`config.mk`:
```
export PLATFORM = sky130hd
export DESIGN_NAME = fcl_load_port
export DESIGN_NICKNAME = d
export VERILOG_FILES = /design/src/fcl_pkg.sv /design/src/fcl_clkdiv.sv /design/src/fcl_load_port.sv /design/src/fcl_sync.sv
export SDC_FILE = /design/constraint.sdc
export NUM_CORES = 1
export LEC_CHECK = 0
export BUFFER_PORTS_ARGS = -buffer_cell sky130_fd_sc_hd__buf_4
export CAP_MARGIN = 10
export CORE_MARGIN = 3
export CORE_UTILIZATION = 45
export DETAILED_ROUTE_END_ITERATION = 12
export GPL_TIMING_DRIVEN = 1
export PLACE_DENSITY = 0.66
export RECOVER_POWER = 25
export SLEW_MARGIN = 5
export SYNTH_ARGS = -nofsm -noshare
export SYNTH_HDL_FRONTEND = slang
export SYNTH_SLANG_ARGS = --single-unit
```
`constraint.sdc`:
```
create_clock -name mclk_i -period 8 [get_ports mclk_i]
set_input_delay 1.2 -clock mclk_i [delete_from_list [all_inputs] [get_ports mclk_i]]
set_output_delay 1.2 -clock mclk_i [all_outputs]
set_load 0.02 [all_outputs]
```
`src/fcl_pkg.sv`:
```
`default_nettype none
package fcl_pkg;
    localparam int CLK_PERIOD_NS = 10;
    localparam logic [3:0] REG_CTRL = 4'h0;
    localparam logic [3:0] REG_STATUS = 4'h4;
    localparam logic [3:0] REG_LEN = 4'h8;
    localparam logic [3:0] REG_COUNT = 4'hC;
    localparam int CTRL_DECOMP_BIT = 0;
    localparam int CTRL_SECURE_BIT = 1;
    localparam logic [19:0] LEN_RST = 20'h0_0100;
    localparam logic [1:0] SCHEME_PAR8 = 2'h0;
    localparam logic [1:0] SCHEME_PAR16 = 2'h1;
    localparam logic [1:0] SCHEME_SERIAL = 2'h2;
    localparam logic [2:0] RATIO_ONE = 3'h1;
    localparam logic [2:0] RATIO_TWO = 3'h2;
    localparam logic [2:0] RATIO_FOUR = 3'h4;
    localparam logic [1:0] INIT_FALLS = 2'h2;
    localparam logic [4:0] SER_WORD_BITS = 5'h10;
    // serial option word, first word of the stream
    localparam int OPT_RATE_LSB = 0;
    localparam int OPT_USR_BIT = 2;
    localparam int OPT_X4_BIT = 3;
    localparam logic [1:0] RATE_12M5 = 2'h0;
    localparam int OSC_PERIOD_NS_12M5 = 80;
    localparam int OSC_PERIOD_NS_25M = 40;
    localparam int OSC_PERIOD_NS_50M = 20;
    localparam int OSC_PERIOD_NS_100M = 10;

    typedef enum logic [2:0] {
        ST_RESET, ST_WAIT_FAULT, ST_IDLE, ST_LOAD, ST_DONE, ST_USER, ST_ERROR
    } fcl_state_t;

    typedef struct packed {
        logic o;
        logic oe;
    } fcl_od_t;

    typedef struct packed {
        logic [15:0] word;
        logic valid;
    } fcl_cfg_out_t;

    typedef struct packed {
        logic [21:0] pad;
        logic own_err;
        logic [1:0] rate;
        logic usr_src;
        logic x4;
        logic [1:0] scheme;
        fcl_state_t state;
    } fcl_status_t;

    // half period of the self-driven clock in mclk cycles; rounds down, never below one
    function automatic logic [2:0] fcl_half(input logic [1:0] idx);
        int ns;
        int h;
        ns = (idx == 2'h0) ? OSC_PERIOD_NS_12M5 : (idx == 2'h1) ? OSC_PERIOD_NS_25M :
             (idx == 2'h2) ? OSC_PERIOD_NS_50M : OSC_PERIOD_NS_100M;
        h = ns / (2 * CLK_PERIOD_NS);
        if (h < 1) begin
            h = 1;
        end
        return h[2:0];
    endfunction : fcl_half
endpackage : fcl_pkg
`default_nettype wire

```
`src/fcl_clkdiv.sv`:
```
`timescale 1ns/100ps
`default_nettype none
module fcl_clkdiv (
    input wire logic mclk_i,
    input wire logic srst_i,
    input wire logic ce_i,
    input wire logic run_i,
    input wire logic [2:0] half_i,
    output logic sclk_o,
    output logic rise_o,
    output logic fall_o
);
    typedef struct packed {
        logic [2:0] cnt;
        logic sclk;
        logic rise;
        logic fall;
    } fcl_div_t;
    fcl_div_t d_reg;
    fcl_div_t d_next;

    always_comb begin
        d_next = d_reg;
        d_next.rise = 1'b0;
        d_next.fall = 1'b0;
        if (!run_i) begin
            d_next.cnt = 3'h0;
            d_next.sclk = 1'b0;
        end else if (d_reg.cnt >= 3'(half_i - 3'h1)) begin
            d_next.cnt = 3'h0;
            d_next.sclk = !d_reg.sclk;
            d_next.rise = !d_reg.sclk;
            d_next.fall = d_reg.sclk;
        end else begin
            d_next.cnt = 3'(d_reg.cnt + 3'h1);
        end
    end

    always_ff @(posedge mclk_i) begin
        if (srst_i) begin
            d_reg <= '0;
        end else if (ce_i) begin
            d_reg <= d_next;
        end
    end

    assign sclk_o = d_reg.sclk;
    assign rise_o = d_reg.rise;
    assign fall_o = d_reg.fall;
endmodule : fcl_clkdiv
`default_nettype wire

```
`src/fcl_load_port.sv`:
```
// What this block does
// - parallel words 8 or 16 bits, fixed per load
// - 8-bit: ratio 1, or 2 with decompression
// - 16-bit: ratio 1, 2 secure, 4 decompressing
// - finished device drives chain enable out low
// - enabled downstream device starts three mclk cycles later (two sync flops, then the state flop)
// - an error in load or done state pulls shared fault line low
// - shared lines make chain initialize together
// - chain enables tied low load concurrently
// - serial self-load supports 1 and 4 bits
// - restart low: reset, serial pins released
// - serial clock up to 50 MHz, four rate codes; the 50 and 100 MHz codes both give 50 MHz
// - serial starts at 12.5 MHz, options switch
// - serial starts 1-bit, options may select 4-bit
// - device masters serial load, writes cells
// - parallel word captured on config clock rising edge
// - load starts when restart and fault both high
// - on error drive fault low, complete stays low
// - full stream without error releases complete line
`timescale 1ns/100ps
`default_nettype none
module fcl_load_port (
    input wire logic mclk_i,
    input wire logic srst_i,
    input wire logic ce_i,
    input wire logic [3:0] avs_address_i,
    input wire logic avs_read_i,
    input wire logic avs_write_i,
    input wire logic [31:0] avs_writedata_i,
    output logic [31:0] avs_readdata_o,
    output logic avs_waitrequest_o,
    input wire logic restart_request_line_n_i,
    input wire logic chain_enable_in_n_i,
    input wire logic [1:0] scheme_select_pins_i,
    input wire logic config_clock_i,
    input wire logic [15:0] par_data_i,
    input wire logic user_clock_pin_i,
    input wire logic [3:0] serial_data_i,
    input wire logic fault_status_line_i,
    input wire logic load_complete_line_i,
    input wire logic cfg_error_i,
    output fcl_pkg::fcl_od_t fault_status_line_o,
    output fcl_pkg::fcl_od_t load_complete_line_o,
    output fcl_pkg::fcl_od_t config_clock_o,
    output logic chain_enable_out_n_o,
    output fcl_pkg::fcl_cfg_out_t cfg_o,
    output logic user_mode_o
);
    import fcl_pkg::*;

    typedef struct packed {
        fcl_state_t state;
        logic wreq;
        logic [31:0] rdata;
        logic decomp;
        logic secure;
        logic [19:0] len;
        logic [1:0] scheme;
        logic [2:0] ratio;
        logic [2:0] grp;
        logic config_clock_q;
        logic usr_q;
        logic [19:0] cnt;
        logic [15:0] shreg;
        logic [4:0] bits;
        logic opt_done;
        logic x4;
        logic usr_src;
        logic [1:0] rate;
        logic [1:0] falls;
        logic own_err;
        fcl_od_t fault;
        fcl_od_t done;
        fcl_od_t sclk;
        logic ceo_n;
        fcl_cfg_out_t cfg;
        logic user;
    } fcl_core_t;

    fcl_core_t r_reg;
    fcl_core_t r_next;

    logic [27:0] pins_s;
    logic restart_s;
    logic ce_in_n_s;
    logic [1:0] sel_s;
    logic config_clock_s;
    logic [15:0] data_s;
    logic usr_s;
    logic [3:0] sdata_s;
    logic fault_s;
    logic done_s;
    logic div_run;
    logic div_sclk;
    logic div_fall;

    // every pin crosses two flops; data and its clock share the same latency
    fcl_sync #(.W(28)) u_sync (
        .mclk_i(mclk_i),
        .srst_i(srst_i),
        .ce_i(ce_i),
        .d_i({restart_request_line_n_i, chain_enable_in_n_i, scheme_select_pins_i,
              config_clock_i, par_data_i, user_clock_pin_i, serial_data_i,
              fault_status_line_i, load_complete_line_i}),
        .q_o(pins_s)
    );
    assign {restart_s, ce_in_n_s, sel_s, config_clock_s, data_s, usr_s, sdata_s, fault_s, done_s} = pins_s;

    assign div_run = (r_reg.state == ST_LOAD || r_reg.state == ST_DONE)
                     && r_reg.scheme == SCHEME_SERIAL && !r_reg.usr_src;

    fcl_clkdiv u_div (
        .mclk_i(mclk_i),
        .srst_i(srst_i),
        .ce_i(ce_i),
        .run_i(div_run),
        .half_i(fcl_half(r_reg.rate)),
        .sclk_o(div_sclk),
        .rise_o(),
        .fall_o(div_fall)
    );

    always_comb begin
        logic config_clock_rise;
        logic config_clock_fall;
        logic ser_fall;
        logic [4:0] nb;
        logic [15:0] nsh;
        logic [31:0] rd;
        fcl_status_t st;
        config_clock_rise = config_clock_s && !r_reg.config_clock_q;
        config_clock_fall = !config_clock_s && r_reg.config_clock_q;
        ser_fall = r_reg.usr_src ? (!usr_s && r_reg.usr_q) : div_fall;
        nb = 5'h0;
        nsh = 16'h0000;
        rd = 32'h0000_0000;
        st = '0;
        r_next = r_reg;
        r_next.config_clock_q = config_clock_s;
        r_next.usr_q = usr_s;
        r_next.cfg.valid = 1'b0;

        // bus slave: one wait cycle, answer on the second edge
        st.state = r_reg.state;
        st.scheme = r_reg.scheme;
        st.x4 = r_reg.x4;
        st.usr_src = r_reg.usr_src;
        st.rate = r_reg.rate;
        st.own_err = r_reg.own_err;
        if (avs_address_i == REG_CTRL) begin
            rd[CTRL_DECOMP_BIT] = r_reg.decomp;
            rd[CTRL_SECURE_BIT] = r_reg.secure;
        end else if (avs_address_i == REG_STATUS) begin
            rd = st;
        end else if (avs_address_i == REG_LEN) begin
            rd = {12'h000, r_reg.len};
        end else if (avs_address_i == REG_COUNT) begin
            rd = {12'h000, r_reg.cnt};
        end
        if ((avs_read_i || avs_write_i) && r_reg.wreq) begin
            r_next.wreq = 1'b0;
            r_next.rdata = avs_read_i ? rd : 32'h0000_0000;
        end else begin
            r_next.wreq = 1'b1;
        end
        if (avs_write_i && !r_reg.wreq) begin
            if (avs_address_i == REG_CTRL) begin
                r_next.decomp = avs_writedata_i[CTRL_DECOMP_BIT];
                r_next.secure = avs_writedata_i[CTRL_SECURE_BIT];
            end else if (avs_address_i == REG_LEN) begin
                r_next.len = avs_writedata_i[19:0];
            end
        end

        // serial clock pin follows the divider or the user clock
        r_next.sclk.o = r_reg.usr_src ? usr_s : div_sclk;
        r_next.sclk.oe = (r_reg.state == ST_LOAD || r_reg.state == ST_DONE)
                         && r_reg.scheme == SCHEME_SERIAL;

        case (r_reg.state)
            ST_RESET: begin
                r_next.fault = '{o: 1'b0, oe: 1'b1};
                if (restart_s) begin
                    r_next.state = ST_WAIT_FAULT;
                    r_next.fault = '{o: 1'b0, oe: 1'b0};
                end
            end
            ST_WAIT_FAULT: begin
                if (fault_s) begin
                    r_next.state = ST_IDLE;
                end
            end
            ST_IDLE: begin
                if (!ce_in_n_s) begin
                    r_next.state = ST_LOAD;
                    r_next.scheme = sel_s;
                    r_next.grp = 3'h0;
                    r_next.cnt = 20'h0_0000;
                    r_next.bits = 5'h00;
                    r_next.opt_done = 1'b0;
                    r_next.x4 = 1'b0;
                    r_next.usr_src = 1'b0;
                    r_next.rate = RATE_12M5;
                    if (sel_s == SCHEME_PAR16) begin
                        r_next.ratio = r_reg.decomp ? RATIO_FOUR :
                                       r_reg.secure ? RATIO_TWO : RATIO_ONE;
                    end else begin
                        r_next.ratio = r_reg.decomp ? RATIO_TWO : RATIO_ONE;
                    end
                end
            end
            ST_LOAD: begin
                if (r_reg.scheme != SCHEME_SERIAL && config_clock_rise) begin
                    if (r_reg.grp == 3'h0) begin
                        r_next.cfg.word = (r_reg.scheme == SCHEME_PAR16) ? data_s
                                          : {8'h00, data_s[7:0]};
                        r_next.cfg.valid = 1'b1;
                        r_next.cnt = 20'(r_reg.cnt + 20'h0_0001);
                    end
                    // extra edges of a group go to decryption and decompression
                    r_next.grp = (r_reg.grp == 3'(r_reg.ratio - 3'h1)) ? 3'h0
                                 : 3'(r_reg.grp + 3'h1);
                end
                if (r_reg.scheme == SCHEME_SERIAL && ser_fall) begin
                    // limitation: data is sampled two mclk after the pin moved
                    if (r_reg.x4) begin
                        nsh = {r_reg.shreg[11:0], sdata_s};
                        nb = 5'(r_reg.bits + 5'h04);
                    end else begin
                        nsh = {r_reg.shreg[14:0], sdata_s[0]};
                        nb = 5'(r_reg.bits + 5'h01);
                    end
                    r_next.shreg = nsh;
                    r_next.bits = nb;
                    if (nb == SER_WORD_BITS) begin
                        r_next.bits = 5'h00;
                        if (!r_reg.opt_done) begin
                            r_next.opt_done = 1'b1;
                            r_next.rate = nsh[OPT_RATE_LSB +: 2];
                            r_next.usr_src = nsh[OPT_USR_BIT];
                            r_next.x4 = nsh[OPT_X4_BIT];
                        end else begin
                            r_next.cfg.word = nsh;
                            r_next.cfg.valid = 1'b1;
                            r_next.cnt = 20'(r_reg.cnt + 20'h0_0001);
                        end
                    end
                end
                if (r_next.cnt >= r_reg.len && r_next.cnt != 20'h0_0000) begin
                    r_next.state = ST_DONE;
                    r_next.done = '{o: 1'b0, oe: 1'b0};
                    r_next.ceo_n = 1'b0;
                    r_next.falls = 2'h0;
                end
            end
            ST_DONE: begin
                // shared complete line: whole chain waits for the last device
                if (done_s) begin
                    if (r_reg.scheme == SCHEME_SERIAL ? ser_fall : config_clock_fall) begin
                        r_next.falls = 2'(r_reg.falls + 2'h1);
                        if (2'(r_reg.falls + 2'h1) == INIT_FALLS) begin
                            r_next.state = ST_USER;
                            r_next.user = 1'b1;
                        end
                    end
                end
            end
            ST_USER: begin
                r_next.user = 1'b1;
            end
            ST_ERROR: begin
                r_next.done = '{o: 1'b0, oe: 1'b1};
            end
            default: begin
                r_next.state = ST_RESET;
            end
        endcase

        // errors stop the load for the whole chain
        if (r_reg.state == ST_LOAD || r_reg.state == ST_DONE) begin
            if (cfg_error_i) begin
                r_next.state = ST_ERROR;
                r_next.own_err = 1'b1;
                r_next.fault = '{o: 1'b0, oe: 1'b1};
                r_next.done = '{o: 1'b0, oe: 1'b1};
                r_next.ceo_n = 1'b1;
            end else if (!fault_s) begin
                r_next.state = ST_ERROR;
                r_next.done = '{o: 1'b0, oe: 1'b1};
                r_next.ceo_n = 1'b1;
            end
        end

        if (!restart_s) begin
            r_next.state = ST_RESET;
            r_next.fault = '{o: 1'b0, oe: 1'b1};
            r_next.done = '{o: 1'b0, oe: 1'b1};
            r_next.sclk = '{o: 1'b0, oe: 1'b0};
            r_next.ceo_n = 1'b1;
            r_next.user = 1'b0;
            r_next.own_err = 1'b0;
        end
    end

    always_ff @(posedge mclk_i) begin
        if (srst_i) begin
            r_reg <= '0;
            r_reg.state <= ST_RESET;
            r_reg.wreq <= 1'b1;
            r_reg.len <= LEN_RST;
            r_reg.ratio <= RATIO_ONE;
            r_reg.fault <= '{o: 1'b0, oe: 1'b1};
            r_reg.done <= '{o: 1'b0, oe: 1'b1};
            r_reg.ceo_n <= 1'b1;
        end else if (ce_i) begin
            r_reg <= r_next;
        end
    end

    assign avs_readdata_o = r_reg.rdata;
    assign avs_waitrequest_o = r_reg.wreq;
    assign fault_status_line_o = r_reg.fault;
    assign load_complete_line_o = r_reg.done;
    assign config_clock_o = r_reg.sclk;
    assign chain_enable_out_n_o = r_reg.ceo_n;
    assign cfg_o = r_reg.cfg;
    assign user_mode_o = r_reg.user;
endmodule : fcl_load_port
`default_nettype wire

```
`src/fcl_sync.sv`:
```
`timescale 1ns/100ps
`default_nettype none
module fcl_sync #(
    parameter int W = 1
) (
    input wire logic mclk_i,
    input wire logic srst_i,
    input wire logic ce_i,
    input wire logic [W-1:0] d_i,
    output logic [W-1:0] q_o
);
    typedef struct packed {
        logic [W-1:0] meta;
        logic [W-1:0] q;
    } fcl_sync_t;
    fcl_sync_t s_reg;
    fcl_sync_t s_next;

    always_comb begin
        s_next = s_reg;
        s_next.meta = d_i;
        s_next.q = s_reg.meta;
    end

    always_ff @(posedge mclk_i) begin
        if (srst_i) begin
            s_reg <= '0;
        end else if (ce_i) begin
            s_reg <= s_next;
        end
    end

    assign q_o = s_reg.q;
endmodule : fcl_sync
`default_nettype wire
```
==> run metrics <==
synthesized netlist cell count=around 1,200; CTS Buf Count=17; diode count=0; number of flip-flops in the largest register=83; Max IR drop VDD=around 130 uV; final setup TNS=0 ns; category of the worst setup path capture point=flip-flop; residual antenna-violating net count after detailed routing=0; fin worst setup slack=roughly 2.6 ns; share of synthesized flip-flops with an asynchronous set or reset=0; slowest cell delay on critical path=approximately 3.2 ns; total clock sinks=190; sequence of cells on the critical path=clkbuf_1 > buf_4 > a211oi_1; total half-perimeter wirelength after legalization and detailed placement=about 16 mm; vias in the first global route=between 7,000 and 8,000; final clock skew=0.01465 ns; first-pass GRT wire length=about 38 mm; width of the die=152.6 microns; share of post-route cells with drive strength above 1=0.1008; largest fanout on the critical path=~110; layout overhead on the synthesized area=9.828%; number of setup violations in the final report=0; pre-CTS worst setup slack=3.467 ns; antenna violations before repair=0; clock input transition at the sequential cells of the worst setup and hold paths=0.09 ns; critical path depth=3; net count of the finished layout=between 1,000 and 1,500; cell area power density=~190 nW/um^2; area fraction in compound gates after synthesis=0.1698; total global routing track utilization=0.1953; Synth warnings=0; leakage power=3.994 nW; # port buffers=between 100 and 150; maximum buffer depth of the clock tree=2; simple logic cell fraction of the synthesized area=0.1931; GRT overflow=0; final period utilization=0.6770; total of max-cap violations=1; hold crit path type=flip-flop to flip-flop; arithmetic-cell share of the synthesized area counting full adders, half adders and majority gates=0.03879; count of final hold-check violations=0; setup repair after global routing missed its margin=false; register area=approximately 3800 sq um; 1st-iter DRT viols=491; clock tree from TritonCTS=done; status=complete, but fails checks; critical path launch point=srst_i; main combinational cell family by area after synthesis=simple AND/OR/NAND/NOR gates; multiplexer share of the synthesized area=0.08406; number of fill cells in the layout=around 2,100; overall via count from detail_route=approximately 7,900; die footprint=between 20,000 and 25,000 sq um; beginning of the worst register-to-register path=r_reg[33]; total of hold buffers inserted after clock tree synthesis=0; final count of pins violating max slew=about 110; element type at the critical path start=input pin; post-CTS repair timing setup buffer count=0; average wire per cell in the routed design=between 15 and 20 microns; total wire length after detailed routing=approximately 23 mm; Residual DRC=0; slowest CP cell=clkbuf_1; IO Pins=128; number of rows created at floorplan=53; Min Clock Period, post-route=approximately 5.4 ns; average via count per standard cell=between 5 and 6; placer's final routability congestion estimate=0.8802; flop and latch count out of synthesis=190; Crit Reg-Reg Endpoint=load_complete_line_o[1]; cell count of the worst reg-to-reg path=18; buffer type at the clock tree root=clkbuf_16; first-pass iteration count of the detailed router=5; Worst Tran Pin Value=between 4 and 5 ns; maximum number of pins on one net before global-route repair=about 110; setup slack of the most critical reg-to-reg path=approximately 3.4 ns; CP Data Arrival Time=between 5 and 6 ns; XOR/XNOR Fraction of Synth Area=0.02897; maximum operating frequency=between 0.15 and 0.2 GHz; sequential-to-total area share from yosys stat=0.3931; initial standard-cell utilization of the core=0.4588; vertical extent of the die=152.6 microns; clock network latency to the later pin of the worst-skew pair=0.45 ns; Post-synth EDFFs=0; combined area of all synthesized cells=just under 10,000 sq um; prevailing post-synth register cell=dfxtp_1; number of distinct standard cells referenced by the synthesized netlist=68; startpoint-to-endpoint class of the critical path=input pin to flip-flop; H-tree levels=4; worst slew slack as a fraction of its limit=-2.112; # resized after CTS=0; dominant delay contributor by cell family on the critical path=buffers and inverters; capture point of the worst path=r_reg[47]; required time at the worst-slack endpoint=8.28 ns; Buffers & Inverters on Critical Path=2; core area=21,090 sq um; violated checks=capacitance limit, slew limit; mean area per synthesized cell=~8.3 sq um; area of combinational cells with multiple inputs=around 5000 sq um
==> layout by cell type, fill, tap and decap left out, types with 4 or more instances in the layout <==
master	Yosys	routed
a211o_1	5	5
a211oi_1	22	22
a21o_1	8	8
a21oi_1	94	94
a22oi_1	39	39
a31oi_1	4	4
and3_1	10	10
buf_4	59	65
clkbuf_1	58	46
clkbuf_16	0	17
clkinv_8	0	8
conb_1	1	12
dfxtp_1	190	190
ha_1	30	30
inv_1	34	34
inv_12	0	4
mux2i_1	79	79
nand2_1	142	142
nand2b_1	7	7
nand3_1	17	17
nand3b_1	9	9
nand4_1	11	11
nor2_1	169	168
nor2b_1	7	7
nor3_1	19	19
o211ai_1	15	15
o21ai_0	29	29
or3_1	7	7
xnor2_1	22	22
xor2_1	10	10
==> worst min-delay path by stage <==
stage / startpoint / to / slack (ns) / cells past startpoint
finish: fault_status_line_o[0] / fault_status_line_o[0] / 0.45 / 2
global route: cfg_o[2] / cfg_o[2] / 0.48 / 2
CTS: fault_status_line_o[0] / fault_status_line_o[0] / 0.45 / 2
detailed placement: fault_status_line_o[0] / fault_status_line_o[0] / 0.44 / 2
global placement: fault_status_line_o[0] / fault_status_line_o[0] / 0.43 / 2
floorplan: fault_status_line_o[0] / fault_status_line_o[0] / 0.42 / 2
==> layer usage <==
metal	track usage	wire [microns]
met1	0.2622	11010
met2	0.3237	10920
met3	0.03692	840
met4	0.05303	323
met5	0	0
==> cells by family (layout without fill, tap and decap cells) <==
logic type | count (synthesis) | in the layout
AND/OR/NAND/NOR | 421 | 421
AO/OA/AOI/OAI | 247 | 247
flip-flops | 190 | 190
buffers and inverters | 166 | 178
multiplexers | 81 | 81
XOR/XNOR | 32 | 32
adder cells (fa/ha/maj) | 30 | 30
other | 1 | 12
==> worst reg2reg max path, delay by kind of cell (launching register included) <==
family	cells	cell delay (ns)
XOR/XNOR	2	0.48
AO/OA/AOI/OAI	10	2.31
flip-flops	1	0.43
adder cells (fa/ha/maj)	2	0.55
buffers and inverters	1	0.27
AND/OR/NAND/NOR	3	0.46
==> final cells by class <==
class / count / share of cell area
timing repair buffer: 111 / 0.06217
sequential: 190 / 0.3579
multi-input combinational: 823 / 0.4743
clock buffer: 17 / 0.04003
clock inverter: 15 / 0.02084
tap: 275 / 0.03238
inverter: 35 / 0.01236
==> Yosys cell counts (all sizes together), types with 16 or more instances <==
master / count / area share
buf: 73 / 0.056
o211ai: 16 / 0.013
dfxtp: 190 / 0.39
inv: 35 / 0.014
nor3: 19 / 0.0098
nor2: 169 / 0.066
clkbuf: 58 / 0.023
o21ai: 32 / 0.017
a21oi: 95 / 0.050
ha: 30 / 0.039
nand3: 17 / 0.0088
a22oi: 39 / 0.030
a211oi: 23 / 0.019
nand2: 142 / 0.055
xnor2: 22 / 0.020
mux2i: 79 / 0.082
==> per-stage QoR <==
step / power (mW) / hold WS (ns) / std cells / area [sq um] / utilization
finish: 1.969 / 0.4476 / 1466 / 10630 / 0.5039
global route: 2.039 / 0.4847 / 1466 / 10630 / 0.5039
CTS: 1.986 / 0.4538 / 1466 / 10800 / 0.5123
detailed placement: 1.091 / 0.4406 / 1434 / 10160 / 0.4816
global placement: 1.090 / 0.4342 / 1434 / 10160 / 0.4816
floorplan: 1.057 / 0.4224 / 1179 / 9717 / -
==> power by group <==
| group | total [mW] | switching [mW] | internal [mW] |
|---|---|---|---|
| registers | 0.969 | 0.00978 | 0.959 |
| logic | 0.0990 | 0.0579 | 0.0411 |
| clock network | 0.901 | 0.462 | 0.438 |
| total | 1.97 | 0.530 | 1.44 |
(Power assumes the default switching activity.)
